### src/verilog/nvp_map.svh
`ifndef NVP_MAP_SVH
`define NVP_MAP_SVH

// ----------------------------------------
// memory controller command codes and fields
// ----------------------------------------
`define NVP_CMD_NOP 6'h00
`define NVP_CMD_CHIP_ERASE 6'h10
`define NVP_CMD_SECT_ERASE 6'h14
`define NVP_CMD_WRITE_TWO 6'h1D
`define NVP_BUSY_BIT 7
`define NVP_EN_BIT 1
`define NVP_IO_CMD 6'h33
`define NVP_IO_CSR 6'h32
`define NVP_CODE_BASE 16'h4000
`define NVP_ERASED 16'hFFFF
`define NVP_KEY_LAST 3'h7

// ----------------------------------------
// link operation codes
// ----------------------------------------
`define NVP_OP_NONE 3'h0
`define NVP_OP_KEY 3'h1
`define NVP_OP_IOW 3'h2
`define NVP_OP_IOR 3'h3
`define NVP_OP_DW 3'h4
`define NVP_OP_DR 3'h5
`define NVP_OP_LSW 3'h6
`define NVP_OP_LSR 3'h7

// ----------------------------------------
// programmer command port registers and bits
// ----------------------------------------
`define NVP_H_ADDR_LO 3'h0
`define NVP_H_ADDR_HI 3'h1
`define NVP_H_DATA 3'h2
`define NVP_H_CTRL 3'h3
`define NVP_H_GO 3'h4
`define NVP_H_STAT 3'h5
`define NVP_H_RDATA 3'h6
`define NVP_CTRL_LINK 0
`define NVP_CTRL_RST 1
`define NVP_STAT_PEND 0
`define NVP_STAT_EN 1
`define NVP_STAT_ERR 2

`endif

### src/verilog/nvp_pkg.sv
`default_nettype none
package nvp_pkg;
    typedef logic [2:0] nvp_op_t;
    typedef logic [15:0] nvp_addr_t;
    typedef logic [7:0] nvp_byte_t;
    typedef logic [15:0] nvp_word_t;
    typedef enum logic [1:0] {JOB_NONE, JOB_CHIP, JOB_SECT, JOB_WRITE} nvp_job_t;
endpackage : nvp_pkg
`default_nettype wire

### src/verilog/nvp_if.sv
`timescale 1ns/1ps
`default_nettype none
// programming link, one transfer per req pulse, read answer one cycle later
interface nvp_if;
    logic link_en;
    logic rst_hold;
    logic req;
    nvp_pkg::nvp_op_t op;
    nvp_pkg::nvp_addr_t addr;
    nvp_pkg::nvp_byte_t wdata;
    logic rvalid;
    nvp_pkg::nvp_byte_t rdata;
    modport dev (input link_en, rst_hold, req, op, addr, wdata, output rvalid, rdata);
    modport host (output link_en, rst_hold, req, op, addr, wdata, input rvalid, rdata);
endinterface : nvp_if
`default_nettype wire

### src/verilog/nvp_dev.sv
// The placing of the registers and the address-and-strobe port are this design's own decisions.
`timescale 1ns/1ps
`default_nettype none
`include "nvp_map.svh"

module nvp_dev #(
    parameter int WORDS = 16,
    parameter logic [15:0] ERASE_CYC = 16'h00C8,
    parameter logic [15:0] WRITE_CYC = 16'h0032,
    parameter logic [63:0] ACCESS_KEY = 64'h0123_4567_89AB_CDEF // arbitrary value
) (
    input wire logic clk_in,
    input wire logic arst_n_in,
    nvp_if.dev link,
    output logic busy_out,
    output logic prog_en_out
);
    import nvp_pkg::*;

    localparam int AW = $clog2(WORDS);

    // ----------------------------------------
    // elaboration checks
    // ----------------------------------------
    if (WORDS < 4 || (1 << AW) != WORDS || WORDS > 16384) begin : g_chk_words
        $error("WORDS must be a power of two from 4 to 16384");
    end
    if (ERASE_CYC == 16'h0000 || WRITE_CYC == 16'h0000) begin : g_chk_cyc
        $error("busy counts must be non-zero");
    end

    // ----------------------------------------
    // state
    // ----------------------------------------
    logic link_on;
    logic [63:0] key_q;
    logic [2:0] key_cnt_q;
    logic en_q;
    logic [5:0] cmd_q;
    logic busy_q;
    logic [15:0] cnt_q;
    nvp_job_t job_q;
    nvp_byte_t lo_q;
    logic half_q;
    nvp_word_t w0_q;
    nvp_word_t w1_q;
    logic [AW-2:0] pair_q;
    nvp_word_t mem_q [WORDS];
    nvp_byte_t rdata_q;
    logic rvalid_q;

    // ----------------------------------------
    // decode of the current link transfer
    // ----------------------------------------
    nvp_addr_t off;
    logic is_code;
    logic [AW-1:0] widx;
    logic hi;
    logic mem_wr;
    logic cmd_wr;
    logic start_erase;
    logic last_hi;
    logic done;

    // programming is only live while the link runs and reset is held
    assign link_on = link.link_en && link.rst_hold;

    always_comb begin
        off = link.addr - `NVP_CODE_BASE;
        is_code = (link.addr >= `NVP_CODE_BASE) && (off < 16'(2 * WORDS));
        widx = off[AW:1];
        hi = off[0];
    end

    // mapped writes count only when enabled and idle; busy blocks all of them
    assign mem_wr = link.req && link.op == `NVP_OP_DW && en_q && !busy_q && is_code;
    assign cmd_wr = link.req && link.op == `NVP_OP_IOW && en_q && !busy_q
        && link.addr[5:0] == `NVP_IO_CMD;
    // both erase codes start on a high-byte write; other codes start no erase
    assign start_erase = mem_wr && hi
        && (cmd_q == `NVP_CMD_CHIP_ERASE || cmd_q == `NVP_CMD_SECT_ERASE);
    assign last_hi = mem_wr && hi && half_q && cmd_q == `NVP_CMD_WRITE_TWO;
    assign done = busy_q && cnt_q == 16'h0000;

    // ----------------------------------------
    // access key and programming enable
    // ----------------------------------------
    // key bytes are shifted in lowest first; a full match sets the enable
    always_ff @(posedge clk_in or negedge arst_n_in) begin
        if (!arst_n_in) begin
            key_q <= 64'h0;
            key_cnt_q <= 3'h0;
            en_q <= 1'b0;
        end else if (!link_on) begin
            key_cnt_q <= 3'h0;
            en_q <= 1'b0;
        end else if (link.req && link.op == `NVP_OP_KEY) begin
            key_q <= {link.wdata, key_q[63:8]};
            key_cnt_q <= key_cnt_q + 3'h1;
            if (key_cnt_q == `NVP_KEY_LAST && {link.wdata, key_q[63:8]} == ACCESS_KEY) begin
                en_q <= 1'b1;
            end
        end else if (link.req && link.op == `NVP_OP_LSW) begin
            en_q <= en_q && link.wdata[`NVP_EN_BIT]; // software may only clear it
        end
    end

    // ----------------------------------------
    // command register
    // ----------------------------------------
    // undefined codes are kept so they read back, but decode to nothing
    always_ff @(posedge clk_in or negedge arst_n_in) begin
        if (!arst_n_in) begin
            cmd_q <= `NVP_CMD_NOP;
        end else if (cmd_wr) begin
            cmd_q <= link.wdata[5:0];
        end
    end

    // ----------------------------------------
    // two-word staging buffer
    // ----------------------------------------
    // a pair sits on an even word; the second word goes to the odd one after it
    always_ff @(posedge clk_in or negedge arst_n_in) begin
        if (!arst_n_in) begin
            lo_q <= 8'h00;
            half_q <= 1'b0;
            w0_q <= `NVP_ERASED;
            w1_q <= `NVP_ERASED;
            pair_q <= '0;
        end else if (cmd_wr) begin
            half_q <= 1'b0;
        end else if (mem_wr && cmd_q == `NVP_CMD_WRITE_TWO) begin
            if (!hi) begin
                lo_q <= link.wdata;
            end else if (!half_q) begin
                w0_q <= {link.wdata, lo_q};
                pair_q <= widx[AW-1:1];
                half_q <= 1'b1;
            end else begin
                w1_q <= {link.wdata, lo_q};
                half_q <= 1'b0;
            end
        end
    end

    // ----------------------------------------
    // busy flag and operation timer
    // ----------------------------------------
    // busy rises with the starting write and falls on the same edge as the array update
    always_ff @(posedge clk_in or negedge arst_n_in) begin
        if (!arst_n_in) begin
            busy_q <= 1'b0;
            cnt_q <= 16'h0000;
            job_q <= JOB_NONE;
        end else if (start_erase) begin
            busy_q <= 1'b1;
            cnt_q <= ERASE_CYC - 16'h0001;
            job_q <= (cmd_q == `NVP_CMD_CHIP_ERASE) ? JOB_CHIP : JOB_SECT;
        end else if (last_hi) begin
            busy_q <= 1'b1;
            cnt_q <= WRITE_CYC - 16'h0001;
            job_q <= JOB_WRITE;
        end else if (done) begin
            busy_q <= 1'b0;
            job_q <= JOB_NONE;
        end else if (busy_q) begin
            cnt_q <= cnt_q - 16'h0001;
        end
    end

    // ----------------------------------------
    // flash array
    // ----------------------------------------
    // writing only pulls bits low, so an unerased word ends up corrupted
    for (genvar i = 0; i < WORDS; i++) begin : g_word
        always_ff @(posedge clk_in or negedge arst_n_in) begin
            if (!arst_n_in) begin
                mem_q[i] <= `NVP_ERASED;
            end else if (done && (job_q == JOB_CHIP || job_q == JOB_SECT)) begin
                mem_q[i] <= `NVP_ERASED;
            end else if (done && job_q == JOB_WRITE && (AW-1)'(i >> 1) == pair_q) begin
                mem_q[i] <= mem_q[i] & (((i % 2) == 1) ? w1_q : w0_q);
            end
        end
    end

    // ----------------------------------------
    // read answers
    // ----------------------------------------
    // every read op answers next cycle; inhibited or unmapped reads give zero
    always_ff @(posedge clk_in or negedge arst_n_in) begin
        if (!arst_n_in) begin
            rdata_q <= 8'h00;
            rvalid_q <= 1'b0;
        end else begin
            rvalid_q <= link.req && (link.op == `NVP_OP_IOR || link.op == `NVP_OP_DR
                || link.op == `NVP_OP_LSR);
            rdata_q <= 8'h00;
            if (link.req && link.op == `NVP_OP_LSR) begin
                rdata_q[`NVP_EN_BIT] <= en_q;
            end else if (link.req && link.op == `NVP_OP_IOR) begin
                if (link.addr[5:0] == `NVP_IO_CMD) begin
                    rdata_q <= {2'b00, cmd_q};
                end else if (link.addr[5:0] == `NVP_IO_CSR) begin
                    rdata_q[`NVP_BUSY_BIT] <= busy_q;
                end
            end else if (link.req && link.op == `NVP_OP_DR && en_q && !busy_q && is_code) begin
                rdata_q <= hi ? mem_q[widx][15:8] : mem_q[widx][7:0];
            end
        end
    end

    // ----------------------------------------
    // outputs
    // ----------------------------------------
    assign link.rdata = rdata_q;
    assign link.rvalid = rvalid_q;
    assign busy_out = busy_q;
    assign prog_en_out = en_q;

endmodule : nvp_dev
`default_nettype wire

### src/flat_wrapper.sv
// flat-port wrapper written by rule: the top's interface ports become plain ports
module nvp_dev_flat import nvp_pkg::*;
#(
    parameter int WORDS = 16,
    parameter logic [15:0] ERASE_CYC = 16'h00C8,
    parameter logic [15:0] WRITE_CYC = 16'h0032,
    parameter logic [63:0] ACCESS_KEY = 64'h0123_4567_89AB_CDEF                   
)
  (clk_in, arst_n_in, busy_out, prog_en_out, link_link_en, link_rst_hold, link_req, link_op, link_addr, link_wdata, link_rvalid, link_rdata);
  nvp_if link_i ();
  input wire logic clk_in;
  input wire logic arst_n_in;
  output logic busy_out;
  output logic prog_en_out;
  input wire logic [$bits(link_i.link_en)-1:0] link_link_en;
  input wire logic [$bits(link_i.rst_hold)-1:0] link_rst_hold;
  input wire logic [$bits(link_i.req)-1:0] link_req;
  input wire logic [$bits(link_i.op)-1:0] link_op;
  input wire logic [$bits(link_i.addr)-1:0] link_addr;
  input wire logic [$bits(link_i.wdata)-1:0] link_wdata;
  output wire logic [$bits(link_i.rvalid)-1:0] link_rvalid;
  output wire logic [$bits(link_i.rdata)-1:0] link_rdata;
  assign link_i.link_en = link_link_en;
  assign link_i.rst_hold = link_rst_hold;
  assign link_i.req = link_req;
  assign link_i.op = link_op;
  assign link_i.addr = link_addr;
  assign link_i.wdata = link_wdata;
  assign link_rvalid = link_i.rvalid;
  assign link_rdata = link_i.rdata;
  nvp_dev #(.WORDS(WORDS), .ERASE_CYC(ERASE_CYC), .WRITE_CYC(WRITE_CYC), .ACCESS_KEY(ACCESS_KEY)) u_core (.clk_in(clk_in), .arst_n_in(arst_n_in), .link(link_i), .busy_out(busy_out), .prog_en_out(prog_en_out));
endmodule
### config.mk
export PLATFORM = sky130hd
export DESIGN_NAME = nvp_dev_flat
export DESIGN_NICKNAME = d
export VERILOG_FILES = /design/src/verilog/nvp_pkg.sv /design/src/verilog/nvp_if.sv /design/src/verilog/nvp_dev.sv /design/src/flat_wrapper.sv
export VERILOG_INCLUDE_DIRS = /design/src /design/src/verilog
export SDC_FILE = /design/constraint.sdc
export NUM_CORES = 1
export LEC_CHECK = 0
export BUFFER_PORTS_ARGS = -buffer_cell sky130_fd_sc_hd__buf_2
export CAP_MARGIN = 20
export CELL_PAD_IN_SITES_DETAIL_PLACEMENT = 1
export CELL_PAD_IN_SITES_GLOBAL_PLACEMENT = 1
export CORE_ASPECT_RATIO = 1.2
export CORE_MARGIN = 5
export CORE_UTILIZATION = 40
export CTS_BUF_LIST = sky130_fd_sc_hd__clkbuf_8
export DETAILED_ROUTE_END_ITERATION = 12
export GPL_TIMING_DRIVEN = 0
export PLACE_DENSITY = 0.61
export REMOVE_ABC_BUFFERS = 1
export SYNTH_ARGS = -nofsm -noshare
export SYNTH_HDL_FRONTEND = slang
export SYNTH_SLANG_ARGS = --single-unit
### constraint.sdc
create_clock -name clk_in -period 3.54 [get_ports clk_in]
set_input_delay 0.354 -clock clk_in [delete_from_list [all_inputs] [get_ports clk_in]]
set_output_delay 0.354 -clock clk_in [all_outputs]
set_load 0.02 [all_outputs]
==> impl_metrics.yaml, run 1 <==
floorplan:
  row_count: 88
  start_util: 0.402
  coreArea_um2: 47800
  die_area_um2: 52600
  design.portCount: 43
  die_width_um: 210
  floorplan.die.height_um: 250
global_routing:
  grt_pass1_vias: 14900
  grt.overflow.total: 0
  antenna_found_initial: 1
  grt_first_pass_wirelength_mm: 88.1
  grt_max_degree: 121
  globalRouteTotalUtil: 0.209
route:
  finalWirelength_mm: 54.3
  route.detailed.drc: 0
  detail_route.wl_per_cell_um: 23.7
  drt_first_pass_iters: 5
  total_number_of_vias: 13800
  final_antenna_net_count: 0
  viasPerCell: 5.99
  drtIter0Drc: 637
setup_path:
  timing.critical_path.fanout_max: 15
  setup.worst_path.class: "flop to flop"
  reg2regPathDepth: 10
  startpoint: "u_core.busy_out"
  crit_path_start_kind: "flop"
  worstPathArrival_ns: 3.72
  r2r_slack_ns: 0.36
  critPathRequiredTime_ns: 4.09
  critical_path.endpoint: "u_core.mem_q[98]"
  reg2reg_from: "u_core.busy_out"
  crit-reg2reg-capture: "u_core.mem_q[98]"
  crit_path_end_kind: "flop"
place:
  buffer_ports.inserted: 42
  dpl_ws_ns: -0.130
  numPlacedInstances: 2172
  gp_congestion: 0.721
  place_hpwl_mm: 34.7
synthesis:
  seq_area_frac_synth: 0.532
  synth-main-ff-cell: "sky130_fd_sc_hd__dfstp_2"
  synth_enable_flop_cells: 0
  async_flop_share: 1.00
  yosys.cell_types.count: 66
  synth_cells: 1589
  synth.yosys.warnings: 0
  post_synth_instance_area_um2: 19200
  ys_ff_latch: 394
  syn_avg_cell_area_um2: 12.1
timing:
  setup_slack_ns: 0.363
  transition_time_at_the_pin_with_the_least_slew_margin_ns: 1.13
  maxSlewHeadroom: 0.250
  timing.fmax_mhz: 315
  final-setup-viol-count: 0
  setup_repair_after_global_routing_missed_its_margin: "no"
  fin_skew_ns: 0.0330
  finalMaxSlewViolations: 0
  finalHoldViolCount: 0
  min_period_over_period: 0.897
  period_needed_ns: 3.18
  tns_ns: 0
pwr:
  vdd_ir_drop_max_mv: 0.178
  power.density_cell_area_nw_per_um2: 404
  power.static_leakage_nw: 10.6
min_path:
  min-delay-path-class: "input port to flop"
  holdCritStartpoint: "link_op[1]"
run_status:
  status: "finished, final reports clean"
layout:
  final_nets: 1651
  fillerInstances: 4992
  syn_to_final_growth_pct: 14.2
  stdcell_count: 2295
  layout-drive-gt1-share: 0.399
  final_core_util: 0.460
clock_tree:
  worst_skew_pair_latency_ns: 0.62
  clk_pin_slew_ns: 0.06
  tritoncts_num_sinks: 394
  tritoncts_buffers: 67
  htree_num_levels: 3
  cts.root.buffer_cell: "sky130_fd_sc_hd__clkbuf_8"
  clock_tree.buffer_depth: 3
  tritoncts: "done"
run:
  drv.max_cap_violation_count: 0
[metal layers]
| metal | up-vias | part of all wire | GRT usage |
|---|---|---|---|
| li1 | 6148 | - | - |
| met1 | 7277 | 0.45 | 0.287 |
| met2 | 229 | 0.49 | 0.342 |
| met3 | 96 | 0.034 | 0.0302 |
| met4 | 0 | 0.026 | 0.0683 |
| met5 | - | 0 | 0 |
[how the worst min path moves through the flow]
stage | endpoint | slack [ns] | cells past startpoint
floorplan | u_core.busy_out | 0.06 | 0
global placement | u_core.key_q[13] | 0.49 | 1
detailed placement | u_core.key_q[23] | 0.34 | 1
CTS | u_core.link.rvalid | 0.02 | 3
global route | u_core.link.rvalid | 0.06 | 3
finish | u_core.link.rvalid | 0.09 | 3
[synth_stat cells, types with 4 or more instances]
master,number,share of area
sky130_fd_sc_hd__a211o_1,4,0.0018
sky130_fd_sc_hd__a21o_1,257,0.10
sky130_fd_sc_hd__a21oi_1,18,0.0047
sky130_fd_sc_hd__a22o_1,5,0.0023
sky130_fd_sc_hd__a31oi_1,6,0.0020
sky130_fd_sc_hd__and3_1,4,0.0013
sky130_fd_sc_hd__buf_1,9,0.0018
sky130_fd_sc_hd__buf_2,60,0.016
sky130_fd_sc_hd__buf_4,5,0.0020
sky130_fd_sc_hd__clkbuf_1,86,0.017
sky130_fd_sc_hd__dfrtp_1,106,0.14
sky130_fd_sc_hd__dfstp_2,288,0.39
sky130_fd_sc_hd__ha_1,4,0.0026
sky130_fd_sc_hd__inv_1,10,0.0020
sky130_fd_sc_hd__mux2_2,106,0.062
sky130_fd_sc_hd__mux2i_1,43,0.022
sky130_fd_sc_hd__mux4_2,52,0.061
sky130_fd_sc_hd__nand2_1,26,0.0051
sky130_fd_sc_hd__nand2b_1,6,0.0020
sky130_fd_sc_hd__nand3_1,12,0.0031
sky130_fd_sc_hd__nand4_1,268,0.087
sky130_fd_sc_hd__nor2_1,57,0.011
sky130_fd_sc_hd__nor2b_1,39,0.013
sky130_fd_sc_hd__nor3_1,12,0.0031
sky130_fd_sc_hd__nor3b_1,7,0.0027
sky130_fd_sc_hd__nor4_1,8,0.0026
sky130_fd_sc_hd__nor4b_1,7,0.0032
sky130_fd_sc_hd__nor4bb_1,4,0.0021
sky130_fd_sc_hd__o211ai_1,4,0.0016
sky130_fd_sc_hd__o21ai_0,5,0.0013
sky130_fd_sc_hd__o311ai_0,4,0.0018
sky130_fd_sc_hd__or3_1,8,0.0026
sky130_fd_sc_hd__or4_1,4,0.0016
[cell families (layout without fill, tap and decap cells)]
group | after synthesis | count (layout) | share of synthesized area
xor gates and xnor gates | 4 | 4 | 0.00182
DFF | 394 | 394 | 0.532
other | 0 | 1 | 0
adders and majority gates | 4 | 4 | 0.00260
and+or+nand+nor | 480 | 480 | 0.150
muxes | 201 | 201 | 0.145
buffers and inverters | 171 | 246 | 0.0383
AOI/OAI and AO/OA | 335 | 335 | 0.130
[metrics by stage]
step | hold slack (ns) | area, µm² | total power (W)
after global placement | 0.486 | 19500 | 0.00500
after detailed placement | 0.338 | 20600 | 0.00503
after global routing | 0.0637 | 22000 | 0.00927
final | 0.0915 | 22000 | 0.00888
after floorplan | 0.0584 | 18500 | 0.00476
after CTS | 0.0173 | 21900 | 0.00904
[layout by cell type, fill, tap and decap left out, types with 18 or more instances in the layout]
cell,n
sky130_fd_sc_hd__mux4_2,52
sky130_fd_sc_hd__buf_2,39
sky130_fd_sc_hd__mux2i_1,43
sky130_fd_sc_hd__mux2_2,106
sky130_fd_sc_hd__nor2b_1,37
sky130_fd_sc_hd__nor2_1,56
sky130_fd_sc_hd__dfstp_2,288
sky130_fd_sc_hd__nand4_1,268
sky130_fd_sc_hd__inv_1,45
sky130_fd_sc_hd__clkbuf_8,82
sky130_fd_sc_hd__buf_6,32
sky130_fd_sc_hd__dfrtp_1,105
sky130_fd_sc_hd__a21o_1,257
sky130_fd_sc_hd__nand2_1,26
sky130_fd_sc_hd__a21oi_1,18
[registers in the layout, summed over array words and instances (netlist names)]
| name | flops |
|---|---|
| u_core.pair_q | 3 |
| u_core.key_q | 56 |
| u_core.w1_q | 16 |
| u_core.cnt_q | 16 |
| u_core.link.rdata | 8 |
| u_core.key_cnt_q | 3 |
| u_core.half_q | 1 |
| u_core.busy_out | 1 |
| u_core.lo_q | 8 |
| u_core.cmd_q | 6 |
| u_core.job_q | 2 |
| u_core.w0_q | 16 |
| u_core.prog_en_out | 1 |
| u_core.mem_q | 256 |
| u_core.link.rvalid | 1 |
[critical path, stage by stage, from the launching register on]
cell and delay [ns]:
sky130_fd_sc_hd__dfrtp_1 0.62, sky130_fd_sc_hd__nor4b_1 0.45, sky130_fd_sc_hd__nand4_1 0.42, sky130_fd_sc_hd__nor3_4 0.39, sky130_fd_sc_hd__buf_4 0.28, sky130_fd_sc_hd__buf_8 0.18
sky130_fd_sc_hd__buf_6 0.17, sky130_fd_sc_hd__buf_6 0.15, sky130_fd_sc_hd__buf_6 0.18, sky130_fd_sc_hd__buf_6 0.18, sky130_fd_sc_hd__a21o_1 0.10
[final cells by class]
cell class	count	area (µm²)	area share
Antenna cell	1	2.50	0.000114
Clock buffer	82	1130	0.0514
Clock inverter	36	139	0.00632
Inverter	11	41.3	0.00188
Multi-Input combinational cell	1024	8350	0.380
Sequential cell	394	10200	0.465
Tap cell	630	788	0.0359
Timing Repair Buffer	117	1290	0.0588
[report_power, final]
part,switching [W],leakage (nW),internal (W)
combinational,0.000241,5.43,0.000120
sequential,0.0000302,4.36,0.00456
clock,0.00185,0.776,0.00207
total,0.00212,10.6,0.00675
[repair_timing]
action / in CTS / in global routing
gates resized for setup: 0 / 1
endpoints found under the setup margin: 38 / 41
hold buffers: 3 / 0
pin swaps: 1 / 0
endpoints found under the hold margin: 52 / 0
setup buffers: 1 / 0
(Power assumes the default switching activity.)
==> inputs of run 2 (changes only) <==
clock period = 3 ns   (was 3.54 ns; I/O delays follow)
==> run 2 against run 1 <==
  * Power increased by 18%
  * Non-clock buffer count increased by 11
  * First-iteration DRC count increased by 2.2%
  * Cell area increased by 0.53%
  * Sequential cell count unchanged
  * Clock skew about the same
  * Critical endpoint is now u_core.mem_q[196]
  * Largest cell class unchanged
==> impl_metrics.yaml, run 2 (synthesized netlist as in run 1, its figures left out) <==
run_status:
  status: "finished, final reports clean"
clock_tree:
  tritoncts: "done"
  clock_tree.buffer_depth: 3
  htree_num_levels: 3
  worst_skew_pair_latency_ns: 0.62
  tritoncts_buffers: 67
  clk_pin_slew_ns: 0.06
  cts.root.buffer_cell: "sky130_fd_sc_hd__clkbuf_8"
  tritoncts_num_sinks: 394
place:
  gp_congestion: 0.721
  numPlacedInstances: 2172
  buffer_ports.inserted: 42
  dpl_ws_ns: -0.670
  place_hpwl_mm: 34.7
pwr:
  power.static_leakage_nw: 10.6
  power_w: 0.0105
  vdd_ir_drop_max_mv: 0.211
  power.density_cell_area_nw_per_um2: 475
setup_path:
  critPathRequiredTime_ns: 3.55
  crit-reg2reg-capture: "u_core.mem_q[196]"
  critical_path.endpoint: "u_core.mem_q[196]"
  crit_chain: "or4_4 > nor4_4 > buf_6 > buf_6 > buf_6 > buf_8 > buf_6 > nand4_1 > a21o_1"
  reg2regPathDepth: 9
  crit_path_start_kind: "flop"
  worstPathArrival_ns: 3.41
  setup.worst_path.class: "flop to flop"
  crit_path_end_kind: "flop"
  cp_slowest_stage_delay_ns: 0.64
  r2r_slack_ns: 0.14
  reg2reg_from: "u_core.cnt_q[12]"
  timing.critical_path.fanout_max: 19
  critical_path.most_common_cell: "sky130_fd_sc_hd__buf_6"
  cpMaxStageDelayCell: "sky130_fd_sc_hd__or4_4"
  startpoint: "u_core.cnt_q[12]"
layout:
  largest_reg_flops: 256
  layout-drive-gt1-share: 0.404
  syn_to_final_growth_pct: 14.8
  registers.top_by_ff_count: "u_core.mem_q"
  final_common_cell: "sky130_fd_sc_hd__dfstp_2"
  largestRegisters: "u_core.mem_q (256), u_core.key_q (56)"
  stdcell_count: 2306
  most-common-layout-cells: "288 x sky130_fd_sc_hd__dfstp_2, 268 x sky130_fd_sc_hd__nand4_1, 257 x sky130_fd_sc_hd__a21o_1"
  final_nets: 1662
timing:
  tns_ns: 0
  maxSlewHeadroom: 0.243
  min_period_over_period: 0.955
  timing.fmax_mhz: 349
  finalHoldViolCount: 0
  transition_time_at_the_pin_with_the_least_slew_margin_ns: 1.13
  setup_repair_after_global_routing_missed_its_margin: "no"
  finalMaxSlewViolations: 0
  setup_slack_ns: 0.136
  fin_skew_ns: 0.0326
  final-setup-viol-count: 0
  period_needed_ns: 2.86
route:
  total_number_of_vias: 13800
  viasPerCell: 6.00
  drt_first_pass_iters: 5
  detail_route.wl_per_cell_um: 23.7
  drtIter0Drc: 651
  finalWirelength_mm: 54.6
  route.detailed.drc: 0
  final_antenna_net_count: 0
global_routing:
  globalRouteTotalUtil: 0.209
  antenna_found_initial: 1
  grt_first_pass_wirelength_mm: 88.4
  grt_max_degree: 121
  grt.overflow.total: 0
  grt_pass1_vias: 15000
floorplan:
  start_util: 0.402
  floorplan.die.height_um: 250
  row_count: 88
  die_width_um: 210
  coreArea_um2: 47800
  die_area_um2: 52600
  design.portCount: 43
run:
  drv.max_cap_violation_count: 0
min_path:
  min-delay-path-class: "input port to flop"
run 2: worst min-delay path by stage:
stage                       endpoint  cells after the start              from
floorplan            u_core.busy_out                      0         arst_n_in
global placement    u_core.key_q[13]                      1  u_core.key_q[13]
detailed placement  u_core.key_q[23]                      1         arst_n_in
CTS                   u_core.lo_q[6]                      2     link_wdata[6]
global route          u_core.lo_q[6]                      2     link_wdata[6]
finish                u_core.lo_q[6]                      2     link_wdata[6]
run 2: layout make-up:
class                           count  area, µm²
Antenna cell                        1       2.50
Clock buffer                       82       1130
Multi-Input combinational cell   1024       8370
Tap cell                          630        788
Sequential cell                   394      10200
Clock inverter                     36        139
Inverter                           11       41.3
Fill cell                        4989      25700
Timing Repair Buffer              128       1390
run 2: report_power, final:
group / internal [W] / total, W / switching (W)
Clock: 0.00245 / 0.00463 / 0.00218
Combinational: 0.000144 / 0.000429 / 0.000284
Sequential: 0.00538 / 0.00542 / 0.0000359
Total: 0.00797 / 0.0105 / 0.00250
run 2: critical path: cells and delay by family (launching register included):
family,cells,cell delay [ns]
simple gates,3,1.16
flops,1,0.41
compound gates,1,0.22
buf+inv,5,0.98
run 2: what timing repair did:
action,4_1_cts,5_1_grt
buffers inserted,3,6
setup endpoints to repair,235,73
endpoints found under the hold margin,63,0
pin swaps,2,1
hold buffers,6,0
resized for setup,4,3
run 2: metal layers:
metal,GRT usage,up-vias,part of all wire
met1,0.288,7341,0.45
met3,0.0302,96,0.034
met4,0.0683,0,0.026
met5,0,-,0
met2,0.343,232,0.49
li1,-,6166,-
run 2: through the flow:
stage	hold slack, ns	instance area [µm²]	util
final	0.0917	22100	0.462
after CTS	0.0318	22000	0.461
after global placement	0.486	19500	0.409
after detailed placement	0.284	20600	0.432
after floorplan	0.00441	18500	-
after global routing	0.0562	22100	0.462
